===== src/pigp_cfg.svh =====
`ifndef PIGP_CFG_SVH
`define PIGP_CFG_SVH

// bus geometry
`define PIGP_ADDR_W 12
`define PIGP_BUS_W 32
`define PIGP_PORT_W 8
`define PIGP_IDX_W 10

// register indices; byte address is four times the index
`define PIGP_IDX_P_DATA 10'h258
`define PIGP_IDX_P_PIN 10'h259
`define PIGP_IDX_P_DIR 10'h25A
`define PIGP_IDX_P_PULL_EN 10'h25C
`define PIGP_IDX_P_PULL_POL 10'h25D
`define PIGP_IDX_P_IRQ_EN 10'h25E
`define PIGP_IDX_P_IRQ_FLAG 10'h25F
`define PIGP_IDX_J_DATA 10'h268
`define PIGP_IDX_J_PIN 10'h269
`define PIGP_IDX_J_DIR 10'h26A
`define PIGP_IDX_T_DATA 10'h240
`define PIGP_IDX_T_PIN 10'h241
`define PIGP_IDX_T_DIR 10'h242
`define PIGP_IDX_AN_ROUTE 10'h270
`define PIGP_IDX_AD_PULL_EN 10'h271

// field positions
`define PIGP_AN_ROUTE_BIT 0

// reset values
`define PIGP_RST_BYTE 8'h00
`define PIGP_RST_ROUTE 1'h0

// analog channels that follow the routing bit
`define PIGP_AN_CH_N 5

`endif


===== src/pigp_pkg.sv =====
package pigp_pkg;

  typedef logic [7:0] pigp_byte_t;

  // bus answer sequencer, one-hot
  typedef enum logic [1:0] {
    PIGP_BUS_IDLE = 2'b01,
    PIGP_BUS_ANSWER = 2'b10
  } pigp_bus_state_t;

endpackage


===== src/pigp_port.sv =====
`timescale 1ns/1ps
`default_nettype none
`include "pigp_cfg.svh"

module pigp_port #(
  parameter int W = 8
) (
  // clock and reset
  input wire logic core_clk,
  input wire logic resetn,
  // register writes
  input wire logic [W-1:0] wdata,
  input wire logic wr_data,
  input wire logic wr_dir,
  // pins and alternative functions
  input wire logic [W-1:0] pin_in,
  input wire logic [W-1:0] alt_claim,
  input wire logic [W-1:0] alt_out,
  input wire logic [W-1:0] alt_oe,
  output logic [W-1:0] pin_out,
  output logic [W-1:0] pin_oe,
  // register state
  output logic [W-1:0] data_q,
  output logic [W-1:0] dir_q,
  output logic [W-1:0] pin_sync,
  output logic [W-1:0] rd_data
);

  logic [W-1:0] meta_q;

  if (W < 1 || W > 8) begin : g_chk
    $error("pigp_port: width must be 1 to 8");
  end

  ////////////////////////////////////////////////////////////
  always_ff @(posedge core_clk or negedge resetn) begin
    if (!resetn) begin
      data_q <= W'(`PIGP_RST_BYTE);
    end else if (wr_data) begin
      data_q <= wdata;
    end
  end

  always_ff @(posedge core_clk or negedge resetn) begin
    if (!resetn) begin
      dir_q <= W'(`PIGP_RST_BYTE);
    end else if (wr_dir) begin
      dir_q <= wdata;
    end
  end

  // pins are asynchronous to the core clock
  always_ff @(posedge core_clk or negedge resetn) begin
    if (!resetn) begin
      meta_q <= '0;
      pin_sync <= '0;
    end else begin
      meta_q <= pin_in;
      pin_sync <= meta_q;
    end
  end

  ////////////////////////////////////////////////////////////
  // a claimed pin belongs to its peripheral, otherwise gpio
  always_comb begin
    for (int i = 0; i < W; i++) begin
      if (alt_claim[i]) begin
        pin_out[i] = alt_out[i];
        pin_oe[i] = alt_oe[i];
      end else begin
        pin_out[i] = data_q[i];
        pin_oe[i] = dir_q[i];
      end
    end
  end

  assign rd_data = (dir_q & data_q) | (~dir_q & pin_sync);

endmodule // pigp_port

`default_nettype wire


===== src/pigp_top.sv =====
`timescale 1ns/1ps
`default_nettype none
`include "pigp_cfg.svh"

// Behaviour
// - unmapped addresses read zero, and writes there change nothing.
// - an unclaimed pin is plain gpio steered by its port registers.
// - in output mode the pin is driven from the data register bit.
// - data reads return the register bit when output, else the synced pin.
// - data registers are writable at any time; reads return them only on output bits.
// - route bit 0 links channels 10,11,13,14,15 to the analog port pins.
// - route bit 1 links those channels to alternate port pins 0 to 4.
// - port p pull enable acts on input pins only, polarity from its select bit.
module pigp_top #(
  parameter int PORT_W = 8
) (
  // clock and reset
  input wire logic core_clk,
  input wire logic resetn,
  // avalon-mm slave
  input wire logic [`PIGP_ADDR_W-1:0] avs_address,
  input wire logic avs_read,
  input wire logic avs_write,
  input wire logic [`PIGP_BUS_W-1:0] avs_writedata,
  input wire logic [3:0] avs_byteenable,
  output logic [`PIGP_BUS_W-1:0] avs_readdata,
  output logic avs_waitrequest,
  // port p pins
  input wire logic [PORT_W-1:0] pp_pin_in,
  output logic [PORT_W-1:0] pp_pin_out,
  output logic [PORT_W-1:0] pp_pin_oe,
  input wire logic [PORT_W-1:0] pp_alt_claim,
  input wire logic [PORT_W-1:0] pp_alt_out,
  input wire logic [PORT_W-1:0] pp_alt_oe,
  output logic [PORT_W-1:0] pp_pull_en,
  output logic [PORT_W-1:0] pp_pull_up,
  // port j pins
  input wire logic [PORT_W-1:0] pj_pin_in,
  output logic [PORT_W-1:0] pj_pin_out,
  output logic [PORT_W-1:0] pj_pin_oe,
  input wire logic [PORT_W-1:0] pj_alt_claim,
  input wire logic [PORT_W-1:0] pj_alt_out,
  input wire logic [PORT_W-1:0] pj_alt_oe,
  // port t pins
  input wire logic [PORT_W-1:0] pt_pin_in,
  output logic [PORT_W-1:0] pt_pin_out,
  output logic [PORT_W-1:0] pt_pin_oe,
  input wire logic [PORT_W-1:0] pt_alt_claim,
  input wire logic [PORT_W-1:0] pt_alt_out,
  input wire logic [PORT_W-1:0] pt_alt_oe,
  // analog routing
  output logic [`PIGP_AN_CH_N-1:0] ad_analog_link,
  output logic [`PIGP_AN_CH_N-1:0] alt_analog_link,
  output logic [PORT_W-1:0] ad_pull_en
);

  if (PORT_W != 8) begin : g_chk
    $error("pigp_top: ports are eight bits wide");
  end

  ////////////////////////////////////////////////////////////
  // bus sequencer

  pigp_pkg::pigp_bus_state_t bus_state_q;
  pigp_pkg::pigp_bus_state_t bus_state_d;
  logic bus_req;
  logic take;
  logic wr_go;
  logic lane0;
  logic [`PIGP_IDX_W-1:0] idx;
  pigp_pkg::pigp_byte_t wbyte;
  pigp_pkg::pigp_byte_t rd_mux;
  logic [`PIGP_BUS_W-1:0] readdata_q;

  assign bus_req = avs_read | avs_write;
  assign idx = avs_address[`PIGP_ADDR_W-1:2];
  assign wbyte = avs_writedata[7:0];
  assign lane0 = avs_byteenable[0];

  // one wait cycle gives the read mux a full clock to settle
  assign take = bus_req && (bus_state_q == pigp_pkg::PIGP_BUS_IDLE);
  assign wr_go = avs_write && lane0
    && (bus_state_q == pigp_pkg::PIGP_BUS_ANSWER);
  assign avs_waitrequest = take;
  assign avs_readdata = readdata_q;

  always_comb begin
    bus_state_d = bus_state_q;
    unique case (bus_state_q)
      pigp_pkg::PIGP_BUS_IDLE: begin
        if (bus_req) begin
          bus_state_d = pigp_pkg::PIGP_BUS_ANSWER;
        end
      end
      pigp_pkg::PIGP_BUS_ANSWER: begin
        bus_state_d = pigp_pkg::PIGP_BUS_IDLE;
      end
      default: begin
        bus_state_d = pigp_pkg::PIGP_BUS_IDLE;
      end
    endcase
  end

  always_ff @(posedge core_clk or negedge resetn) begin
    if (!resetn) begin
      bus_state_q <= pigp_pkg::PIGP_BUS_IDLE;
    end else begin
      bus_state_q <= bus_state_d;
    end
  end

  always_ff @(posedge core_clk or negedge resetn) begin
    if (!resetn) begin
      readdata_q <= 32'h00000000;
    end else if (take && avs_read) begin
      readdata_q <= {24'h000000, rd_mux};
    end
  end

  ////////////////////////////////////////////////////////////
  // write strobes

  logic wr_p_data;
  logic wr_p_dir;
  logic wr_p_pull_en;
  logic wr_p_pull_pol;
  logic wr_p_irq_en;
  logic wr_p_irq_flag;
  logic wr_j_data;
  logic wr_j_dir;
  logic wr_t_data;
  logic wr_t_dir;
  logic wr_route;
  logic wr_ad_pull;

  // pin input registers get no strobe, so writes there fall away
  assign wr_p_data = wr_go && (idx == `PIGP_IDX_P_DATA);
  assign wr_p_dir = wr_go && (idx == `PIGP_IDX_P_DIR);
  assign wr_p_pull_en = wr_go && (idx == `PIGP_IDX_P_PULL_EN);
  assign wr_p_pull_pol = wr_go && (idx == `PIGP_IDX_P_PULL_POL);
  assign wr_p_irq_en = wr_go && (idx == `PIGP_IDX_P_IRQ_EN);
  assign wr_p_irq_flag = wr_go && (idx == `PIGP_IDX_P_IRQ_FLAG);
  assign wr_j_data = wr_go && (idx == `PIGP_IDX_J_DATA);
  assign wr_j_dir = wr_go && (idx == `PIGP_IDX_J_DIR);
  assign wr_t_data = wr_go && (idx == `PIGP_IDX_T_DATA);
  assign wr_t_dir = wr_go && (idx == `PIGP_IDX_T_DIR);
  assign wr_route = wr_go && (idx == `PIGP_IDX_AN_ROUTE);
  assign wr_ad_pull = wr_go && (idx == `PIGP_IDX_AD_PULL_EN);

  ////////////////////////////////////////////////////////////
  // the three gpio ports

  pigp_pkg::pigp_byte_t p_data_q;
  pigp_pkg::pigp_byte_t p_dir_q;
  pigp_pkg::pigp_byte_t p_sync;
  pigp_pkg::pigp_byte_t p_rd;
  pigp_pkg::pigp_byte_t j_data_q;
  pigp_pkg::pigp_byte_t j_dir_q;
  pigp_pkg::pigp_byte_t j_sync;
  pigp_pkg::pigp_byte_t j_rd;
  pigp_pkg::pigp_byte_t t_data_q;
  pigp_pkg::pigp_byte_t t_dir_q;
  pigp_pkg::pigp_byte_t t_sync;
  pigp_pkg::pigp_byte_t t_rd;

  pigp_port #(
    .W(PORT_W)
  ) u_port_p (
    .core_clk(core_clk),
    .resetn(resetn),
    .wdata(wbyte),
    .wr_data(wr_p_data),
    .wr_dir(wr_p_dir),
    .pin_in(pp_pin_in),
    .alt_claim(pp_alt_claim),
    .alt_out(pp_alt_out),
    .alt_oe(pp_alt_oe),
    .pin_out(pp_pin_out),
    .pin_oe(pp_pin_oe),
    .data_q(p_data_q),
    .dir_q(p_dir_q),
    .pin_sync(p_sync),
    .rd_data(p_rd)
  );

  pigp_port #(
    .W(PORT_W)
  ) u_port_j (
    .core_clk(core_clk),
    .resetn(resetn),
    .wdata(wbyte),
    .wr_data(wr_j_data),
    .wr_dir(wr_j_dir),
    .pin_in(pj_pin_in),
    .alt_claim(pj_alt_claim),
    .alt_out(pj_alt_out),
    .alt_oe(pj_alt_oe),
    .pin_out(pj_pin_out),
    .pin_oe(pj_pin_oe),
    .data_q(j_data_q),
    .dir_q(j_dir_q),
    .pin_sync(j_sync),
    .rd_data(j_rd)
  );

  pigp_port #(
    .W(PORT_W)
  ) u_port_t (
    .core_clk(core_clk),
    .resetn(resetn),
    .wdata(wbyte),
    .wr_data(wr_t_data),
    .wr_dir(wr_t_dir),
    .pin_in(pt_pin_in),
    .alt_claim(pt_alt_claim),
    .alt_out(pt_alt_out),
    .alt_oe(pt_alt_oe),
    .pin_out(pt_pin_out),
    .pin_oe(pt_pin_oe),
    .data_q(t_data_q),
    .dir_q(t_dir_q),
    .pin_sync(t_sync),
    .rd_data(t_rd)
  );

  ////////////////////////////////////////////////////////////
  // port p pulls

  pigp_pkg::pigp_byte_t p_pull_en_q;
  pigp_pkg::pigp_byte_t p_pull_pol_q;

  always_ff @(posedge core_clk or negedge resetn) begin
    if (!resetn) begin
      p_pull_en_q <= `PIGP_RST_BYTE;
    end else if (wr_p_pull_en) begin
      p_pull_en_q <= wbyte;
    end
  end

  always_ff @(posedge core_clk or negedge resetn) begin
    if (!resetn) begin
      p_pull_pol_q <= `PIGP_RST_BYTE;
    end else if (wr_p_pull_pol) begin
      p_pull_pol_q <= wbyte;
    end
  end

  // a driven pin never gets a pull, whoever drives it
  assign pp_pull_en = p_pull_en_q & ~pp_pin_oe;
  assign pp_pull_up = p_pull_pol_q;

  ////////////////////////////////////////////////////////////
  // port p edge flags

  pigp_pkg::pigp_byte_t p_irq_en_q;
  pigp_pkg::pigp_byte_t p_irq_flag_q;
  pigp_pkg::pigp_byte_t p_last_q;
  pigp_pkg::pigp_byte_t p_edge;
  pigp_pkg::pigp_byte_t p_clr;

  always_ff @(posedge core_clk or negedge resetn) begin
    if (!resetn) begin
      p_irq_en_q <= `PIGP_RST_BYTE;
    end else if (wr_p_irq_en) begin
      p_irq_en_q <= wbyte;
    end
  end

  always_ff @(posedge core_clk or negedge resetn) begin
    if (!resetn) begin
      p_last_q <= `PIGP_RST_BYTE;
    end else begin
      p_last_q <= p_sync;
    end
  end

  // pull-up polarity watches rising edges, pull-down falling ones
  assign p_edge = (p_pull_pol_q & p_sync & ~p_last_q)
    | (~p_pull_pol_q & ~p_sync & p_last_q);
  assign p_clr = wr_p_irq_flag ? wbyte : `PIGP_RST_BYTE;

  // write one clears; a new edge in the same cycle wins
  always_ff @(posedge core_clk or negedge resetn) begin
    if (!resetn) begin
      p_irq_flag_q <= `PIGP_RST_BYTE;
    end else begin
      p_irq_flag_q <= (p_irq_flag_q & ~p_clr) | p_edge;
    end
  end

  ////////////////////////////////////////////////////////////
  // analog routing and analog port pulls

  logic route_q;
  pigp_pkg::pigp_byte_t ad_pull_q;

  always_ff @(posedge core_clk or negedge resetn) begin
    if (!resetn) begin
      route_q <= `PIGP_RST_ROUTE;
    end else if (wr_route) begin
      route_q <= wbyte[`PIGP_AN_ROUTE_BIT];
    end
  end

  always_ff @(posedge core_clk or negedge resetn) begin
    if (!resetn) begin
      ad_pull_q <= `PIGP_RST_BYTE;
    end else if (wr_ad_pull) begin
      ad_pull_q <= wbyte;
    end
  end

  // exactly one of the two paths is closed at any time
  assign ad_analog_link = {`PIGP_AN_CH_N{~route_q}};
  assign alt_analog_link = {`PIGP_AN_CH_N{route_q}};
  assign ad_pull_en = ad_pull_q;

  ////////////////////////////////////////////////////////////
  // read mux

  always_comb begin
    case (idx)
      `PIGP_IDX_P_DATA: rd_mux = p_rd;
      `PIGP_IDX_P_PIN: rd_mux = p_sync;
      `PIGP_IDX_P_DIR: rd_mux = p_dir_q;
      `PIGP_IDX_P_PULL_EN: rd_mux = p_pull_en_q;
      `PIGP_IDX_P_PULL_POL: rd_mux = p_pull_pol_q;
      `PIGP_IDX_P_IRQ_EN: rd_mux = p_irq_en_q;
      `PIGP_IDX_P_IRQ_FLAG: rd_mux = p_irq_flag_q;
      `PIGP_IDX_J_DATA: rd_mux = j_rd;
      `PIGP_IDX_J_PIN: rd_mux = j_sync;
      `PIGP_IDX_J_DIR: rd_mux = j_dir_q;
      `PIGP_IDX_T_DATA: rd_mux = t_rd;
      `PIGP_IDX_T_PIN: rd_mux = t_sync;
      `PIGP_IDX_T_DIR: rd_mux = t_dir_q;
      `PIGP_IDX_AN_ROUTE: rd_mux = {7'h00, route_q};
      `PIGP_IDX_AD_PULL_EN: rd_mux = ad_pull_q;
      default: rd_mux = `PIGP_RST_BYTE;
    endcase
  end

  // data register outputs of p, j and t are unused here; each port uses them itself
  logic unused_ok;
  assign unused_ok = ^{j_data_q, t_data_q, p_data_q,
    avs_writedata[31:8], avs_byteenable[3:1], avs_address[1:0]};

endmodule // pigp_top

`default_nettype wire


===== config.mk =====
export PLATFORM = sky130hd
export DESIGN_NAME = pigp_top
export DESIGN_NICKNAME = d
export VERILOG_FILES = /design/src/pigp_pkg.sv /design/src/pigp_port.sv /design/src/pigp_top.sv
export VERILOG_INCLUDE_DIRS = /design/src
export SDC_FILE = /design/constraint.sdc
export NUM_CORES = 1
export LEC_CHECK = 0
export BUFFER_PORTS_ARGS = -buffer_cell sky130_fd_sc_hd__buf_4
export CAP_MARGIN = 20
export CORE_MARGIN = 4
export CORE_UTILIZATION = 47
export CTS_BUF_LIST = sky130_fd_sc_hd__clkbuf_4 sky130_fd_sc_hd__clkbuf_8
export DETAILED_ROUTE_END_ITERATION = 7
export PLACE_DENSITY = 0.79
export SLEW_MARGIN = 15
export SYNTH_ARGS = -nofsm -noshare
export SYNTH_HDL_FRONTEND = slang
export SYNTH_SLANG_ARGS = --single-unit

===== constraint.sdc =====
create_clock -name core_clk -period 1.7 [get_ports core_clk]
set_clock_uncertainty 0.2 [all_clocks]
set_input_delay 0.34 -clock core_clk [delete_from_list [all_inputs] [get_ports core_clk]]
set_output_delay 0.34 -clock core_clk [all_outputs]
set_load 0.02 [all_outputs]

-- After elaboration in Yosys (flattened, before gate mapping)
Cells that the tools add are included.
- bits in registers: 155
- bits of input ports: 148
- word-level logic and storage cells: 134
- equality and inequality tests: 18
- muxes and demuxes: 52
- bitwise gates (word level): 27
- reduce and logical (&&, ||, !) cells: 16
- operator list (kind ; number):
    10-bit equality test (second input constant) ; 15
    8-bit one-hot mux with 15 select lines ; 1
    8-bit bitwise AND ; 12
    8-bit inverter ; 8
    1-bit 2-to-1 mux ; 48
    8-bit bitwise OR ; 5
    1-bit logical AND ; 16
    8-bit 2-to-1 mux ; 1
    2-bit 2-to-1 mux ; 2
    2-bit by 1-bit equality test with 1-bit output (second input constant) ; 1
    2-bit equality test (second input constant) ; 1
    2-bit inequality test (second input constant) ; 1
    1-bit inverter ; 1
    1-bit bitwise OR ; 1

-- Depth between registers and ports, before layout
- depth in word-level cells: 7
- gate-level depth with buffers: 7
- mapped depth without buffers: 5

-- Cells and area by module
From an unflattened synthesis, not the netlist that was laid out.
- cells, all modules: 615
- area, all modules: 7826.3 µm²
- modules (own cells, without submodules) (module ; instances ; cells an instance ; area an instance (µm²) ; sequential area each (µm²)):
    pigp_port ; 3 ; 74 ; 1333.8 ; 800.8
    pigp_top ; 1 ; 393 ; 3824.9 ; 1477.7

-- Worst setup path before layout
Ideal clock, no wire load.
- kind: input -> register
- start point: in avs_address[7]
- end point: reg p_irq_en_q[0]
- setup time: 0.125 ns
- arrival time: 1.677 ns
- setup slack: -0.302 ns
- stages: 6
- buffers on the path: 2
- path through: buf_2 -> and4bb_1 -> buf_4 -> nand2_4 -> nor3_4 -> mux2_2
- word-level cells in the longest chain between the ends: 2
- RTL lines (what ; RTL line ; text):
    start, declared ; pigp_top.sv:21 ; input wire logic [`PIGP_ADDR_W-1:0] avs_address,
    10-bit equality test ; -- ;
    1-bit logical AND ; pigp_top.sv:141 ; assign wr_p_irq_en = wr_go && (idx == `PIGP_IDX_P_IRQ_EN);
    end signal, assigned ; pigp_top.sv:263 ; p_irq_en_q <= `PIGP_RST_BYTE;
    end signal, assigned ; pigp_top.sv:265 ; p_irq_en_q <= wbyte;
    end, declared ; pigp_top.sv:255 ; pigp_pkg::pigp_byte_t p_irq_en_q;
No other way between the ends.
A chain may end at the register's enable or synchronous reset.

-- Final worst setup path
- start point: reg bus_state_q[0]
- end point: reg u_port_j.dir_q[6]
- word-level cells in the longest chain between the ends: 3
- RTL lines (what ; RTL line ; text):
    start, declared ; pigp_top.sv:64 ; pigp_pkg::pigp_bus_state_t bus_state_q;
    start signal, assigned ; pigp_top.sv:106 ; bus_state_q <= pigp_pkg::PIGP_BUS_IDLE;
    start signal, assigned ; pigp_top.sv:108 ; bus_state_q <= bus_state_d;
    2-bit equality test ; pigp_top.sv:83 ; && (bus_state_q == pigp_pkg::PIGP_BUS_ANSWER);
    1-bit logical AND ; pigp_top.sv:83 ;
    1-bit logical AND ; pigp_top.sv:144 ; assign wr_j_dir = wr_go && (idx == `PIGP_IDX_J_DIR);
    end signal, assigned ; pigp_port.sv:46 ; dir_q <= W'(`PIGP_RST_BYTE);
    end signal, assigned ; pigp_port.sv:48 ; dir_q <= wdata;
    end, declared ; pigp_port.sv:24 ; output logic [W-1:0] dir_q,
No other way between the ends.

==> impl_summary.log <==
INFO  metric synth.cells.most_frequent = 154 x sky130_fd_sc_hd__dfrtp_1, 129 x sky130_fd_sc_hd__mux2_2, 51 x sky130_fd_sc_hd__nand2_1
INFO  metric vdd_drop_max = just over 0.6 mV
INFO  metric final_net_count = between 1000 and 1500
INFO  metric min_delay_worst_endpoint = bus_state_q[1]
INFO  metric clkSlewWorstSetupHoldPaths = ~0.08 ns
INFO  metric yosysSeqAreaShare = between 50% and 60%
INFO  metric grt.total_usage = slightly below 30%
INFO  metric final_max_slew_viol_count = 0
INFO  metric max_freq = 0.503 GHz
INFO  metric detailedPlacementHpwl = roughly 18000 µm
INFO  metric critPathRequiredTime = between 1.5 and 2 ns
INFO  metric r2r_setup_slack = -0.29 ns
INFO  metric ys.flop_type = sky130_fd_sc_hd__dfrtp_1
INFO  metric grt_use_met2 = around 48%
INFO  metric hold_path_depth = 3
INFO  metric initial_utilization = 47.8%
INFO  metric power_per_cell_area = between 700 and 800 nW/µm²
INFO  metric area_growth = 62.8%
INFO  metric crit_path_end_kind = flop
INFO  metric ys_async_sr_fraction = 100%
INFO  metric worstReg2RegStart = bus_state_q[0]
INFO  metric postSynthCellCount = 630
INFO  metric grt_start_max_net_pins = 42
INFO  metric most_numerous_cell_in_the_yosys_netlist = sky130_fd_sc_hd__dfrtp_1
INFO  metric die-width = 135 µm
INFO  metric drive_gt1_share = 59.2%
INFO  metric ys_top_cells_by_area = sky130_fd_sc_hd__dfrtp_1 51%, sky130_fd_sc_hd__mux2_2 19%, sky130_fd_sc_hd__buf_4 3.5%
INFO  metric grt_use_met1 = between 30 and 40%
INFO  metric clock_tree.buffer_depth = 2
INFO  metric synth_top_cell_area_share = 50.9%
INFO  metric finalNonFillerCells = approximately 1300
INFO  metric synth_edf_count = 0
INFO  metric dp_slack = -0.486 ns
INFO  metric unrepaired_setup_endpoints_after_global_routing = true
INFO  metric cts.sink_count = roughly 160
INFO  metric wl_per_cell = approximately 22 µm
INFO  metric drt-pass1-iter-count = 6
INFO  metric hold_start = avs_read
INFO  metric die_y = between 100 and 150 µm
INFO  metric clock_tree.root_cell = sky130_fd_sc_hd__clkbuf_8
INFO  metric hold_class = in -> reg
INFO  metric count_of_nets_left_with_antenna_violations_after_detail_routing = 0
INFO  metric via_count_of_the_first_global_routing_pass = ~7200
INFO  metric syn-mean-instance-area = between 10 and 15 µm²
INFO  metric leakage = around 0.006 µW
INFO  metric totalPowerFinal = around 9300 µW
INFO  metric timing.critical_path.arrival = 2.14 ns
INFO  metric met3_routing_resource_usage_after_global_routing = under 10%
INFO  metric worst-path-max-fanout = 5
INFO  metric finalWorstPathRequiredPeriod = roughly 2.0 ns
INFO  metric floorplan.die_area = 18200 µm²
INFO  metric cap_violations = 0
INFO  metric netlist_area = 7570 µm²
INFO  metric final_core_utilization = a little under 80%
INFO  metric setup_slack = -0.288 ns
INFO  metric total_of_flip_flops_plus_latches_after_synthesis = roughly 160
INFO  metric clock_latency_reported_for_the_late_side_of_the_worst_skew_pair = 0.47 ns
INFO  metric finalSetupViolations = around 160
INFO  metric status = finished, violations left
INFO  metric numPortBuffers = 209
INFO  metric final_min_period_over_clock_period = 117%
INFO  metric routabilityCongestion = 0.950
INFO  metric cts_buffers = 17
INFO  metric antennaDiodeCount = 0
INFO  metric failed_checks = setup timing
INFO  metric synthDistinctLibCells = 67
INFO  metric crit_path_start_kind = flop
INFO  metric num_io_pins = 263
INFO  metric dr_total_vias = between 7000 and 8000
INFO  metric cts_tree = built
INFO  metric timing.reg2reg.worst_path_depth = 7
INFO  metric initialDrtViolationCount = 773
INFO  metric final_hold_viol_count = 0
INFO  metric final.fill_count = about 890
INFO  metric finalHoldWorstSlack = about 0.12 ns
INFO  metric routed_wirelength = 28700 µm
INFO  metric timing_worst_setup_path_type = reg -> reg
INFO  metric rows = 46
INFO  metric gr-max-usage-layer = met2
INFO  metric core-area = roughly 16000 µm²
INFO  metric antenna_found_initial = 0
INFO  metric htree_levels = 4
INFO  metric global_route.overflow_total = 0
INFO  metric vias_per_cell = 5.70
INFO  metric synth_largest_area_cell = sky130_fd_sc_hd__dfrtp_1
INFO  metric number_of_placed_instances_with_taps_included = 1131
INFO  metric yosysWarnings = 0
INFO  metric worstReg2RegEnd = u_port_j.dir_q[6]
INFO  metric grt_first_pass_wirelength = 39800 µm
INFO  metric count_of_unresolved_drc_violations_after_routing = 0
## cells by family after synthesis
family	synth area share, %
muxes	22.1
buffers and inverters	5.77
xor gates and xnor gates	0.116
other	0.0495
and+or+nand+nor	12.3
AOI/OAI and AO/OA	8.38
DFF	51.2
## metal layers
metal	part of all wire (%)	up-vias
met5	0	-
met4	5.0	0
met3	10	118
met2	48	529
met1	36	3565
li1	-	3066
## worst max-delay path, stage by stage, from the launching register on
cell and delay, ns:
sky130_fd_sc_hd__dfstp_2 0.56, sky130_fd_sc_hd__nand4b_4 0.19, sky130_fd_sc_hd__buf_4 0.15, sky130_fd_sc_hd__buf_6 0.10, sky130_fd_sc_hd__nor2_4 0.04, sky130_fd_sc_hd__nand2_2 0.12, sky130_fd_sc_hd__buf_6 0.16, sky130_fd_sc_hd__mux2_2 0.35
## layout make-up
cell class	count	area [µm²]	share of cell area, %
tap	216	270	2.19
timing repair buffer	437	3880	31.5
clock buffer	22	284	2.30
multi-input combinational	423	3810	30.9
sequential	155	3880	31.5
clock inverter	10	139	1.13
inverter	14	58.8	0.477
## how the worst max path moves through the flow
stage,startpoint,to,slack (ns)
6_report,bus_state_q[0],u_port_j.dir_q[6],-0.29
5_1_grt,bus_state_q[1],p_irq_flag_q[6],-0.34
4_1_cts,bus_state_q[1],avs_waitrequest,-0.30
3_5_place_dp,avs_address[5],u_port_t.data_q[7],-0.49
3_3_place_gp,avs_address[5],u_port_t.data_q[7],-0.47
2_1_floorplan,avs_address[7],p_irq_en_q[0],-0.24
## power by group
| part | total [µW] | switching (µW) | internal (µW) | leakage (µW) |
|---|---|---|---|---|
| Clock | 3000 | 1410 | 1580 | 0.000217 |
| Combinational | 2280 | 1090 | 1190 | 0.00382 |
| Sequential | 4030 | 138 | 3890 | 0.00197 |
## cell usage in the layout, fill, tap and decap left out, drive strengths merged, types with 13 or more instances in the layout
cell and n:
a21oi 14, a22oi 20, buf 404, clkbuf 22
conb 24, dfrtp 154, dlygate4sd3 33, inv 13
mux2 130, mux2i 14, nand2 54, nor2 42
## timing repair
| item | CTS | global route |
|---|---|---|
| hold buffers | 33 | 0 |
| setup endpoints to repair | 160 | 160 |
| gates resized for setup | 122 | 73 |
| setup buffers | 58 | 30 |
| gates cloned | 0 | 0 |
| pin swaps | 15 | 27 |
| endpoints found under the hold margin | 249 | 0 |
## stage by stage
| stage | setup TNS [ns] | area (µm²) |
|---|---|---|
| 2_1_floorplan | -10.21 | 7790 |
| 3_3_place_gp | -35.36 | 10200 |
| 6_report | -28.50 | 12300 |
| 3_5_place_dp | -37.56 | 10200 |
| 4_1_cts | -24.79 | 11800 |
| 5_1_grt | -34.15 | 12300 |
No activity file was read; power rests on OpenSTA's default activity.
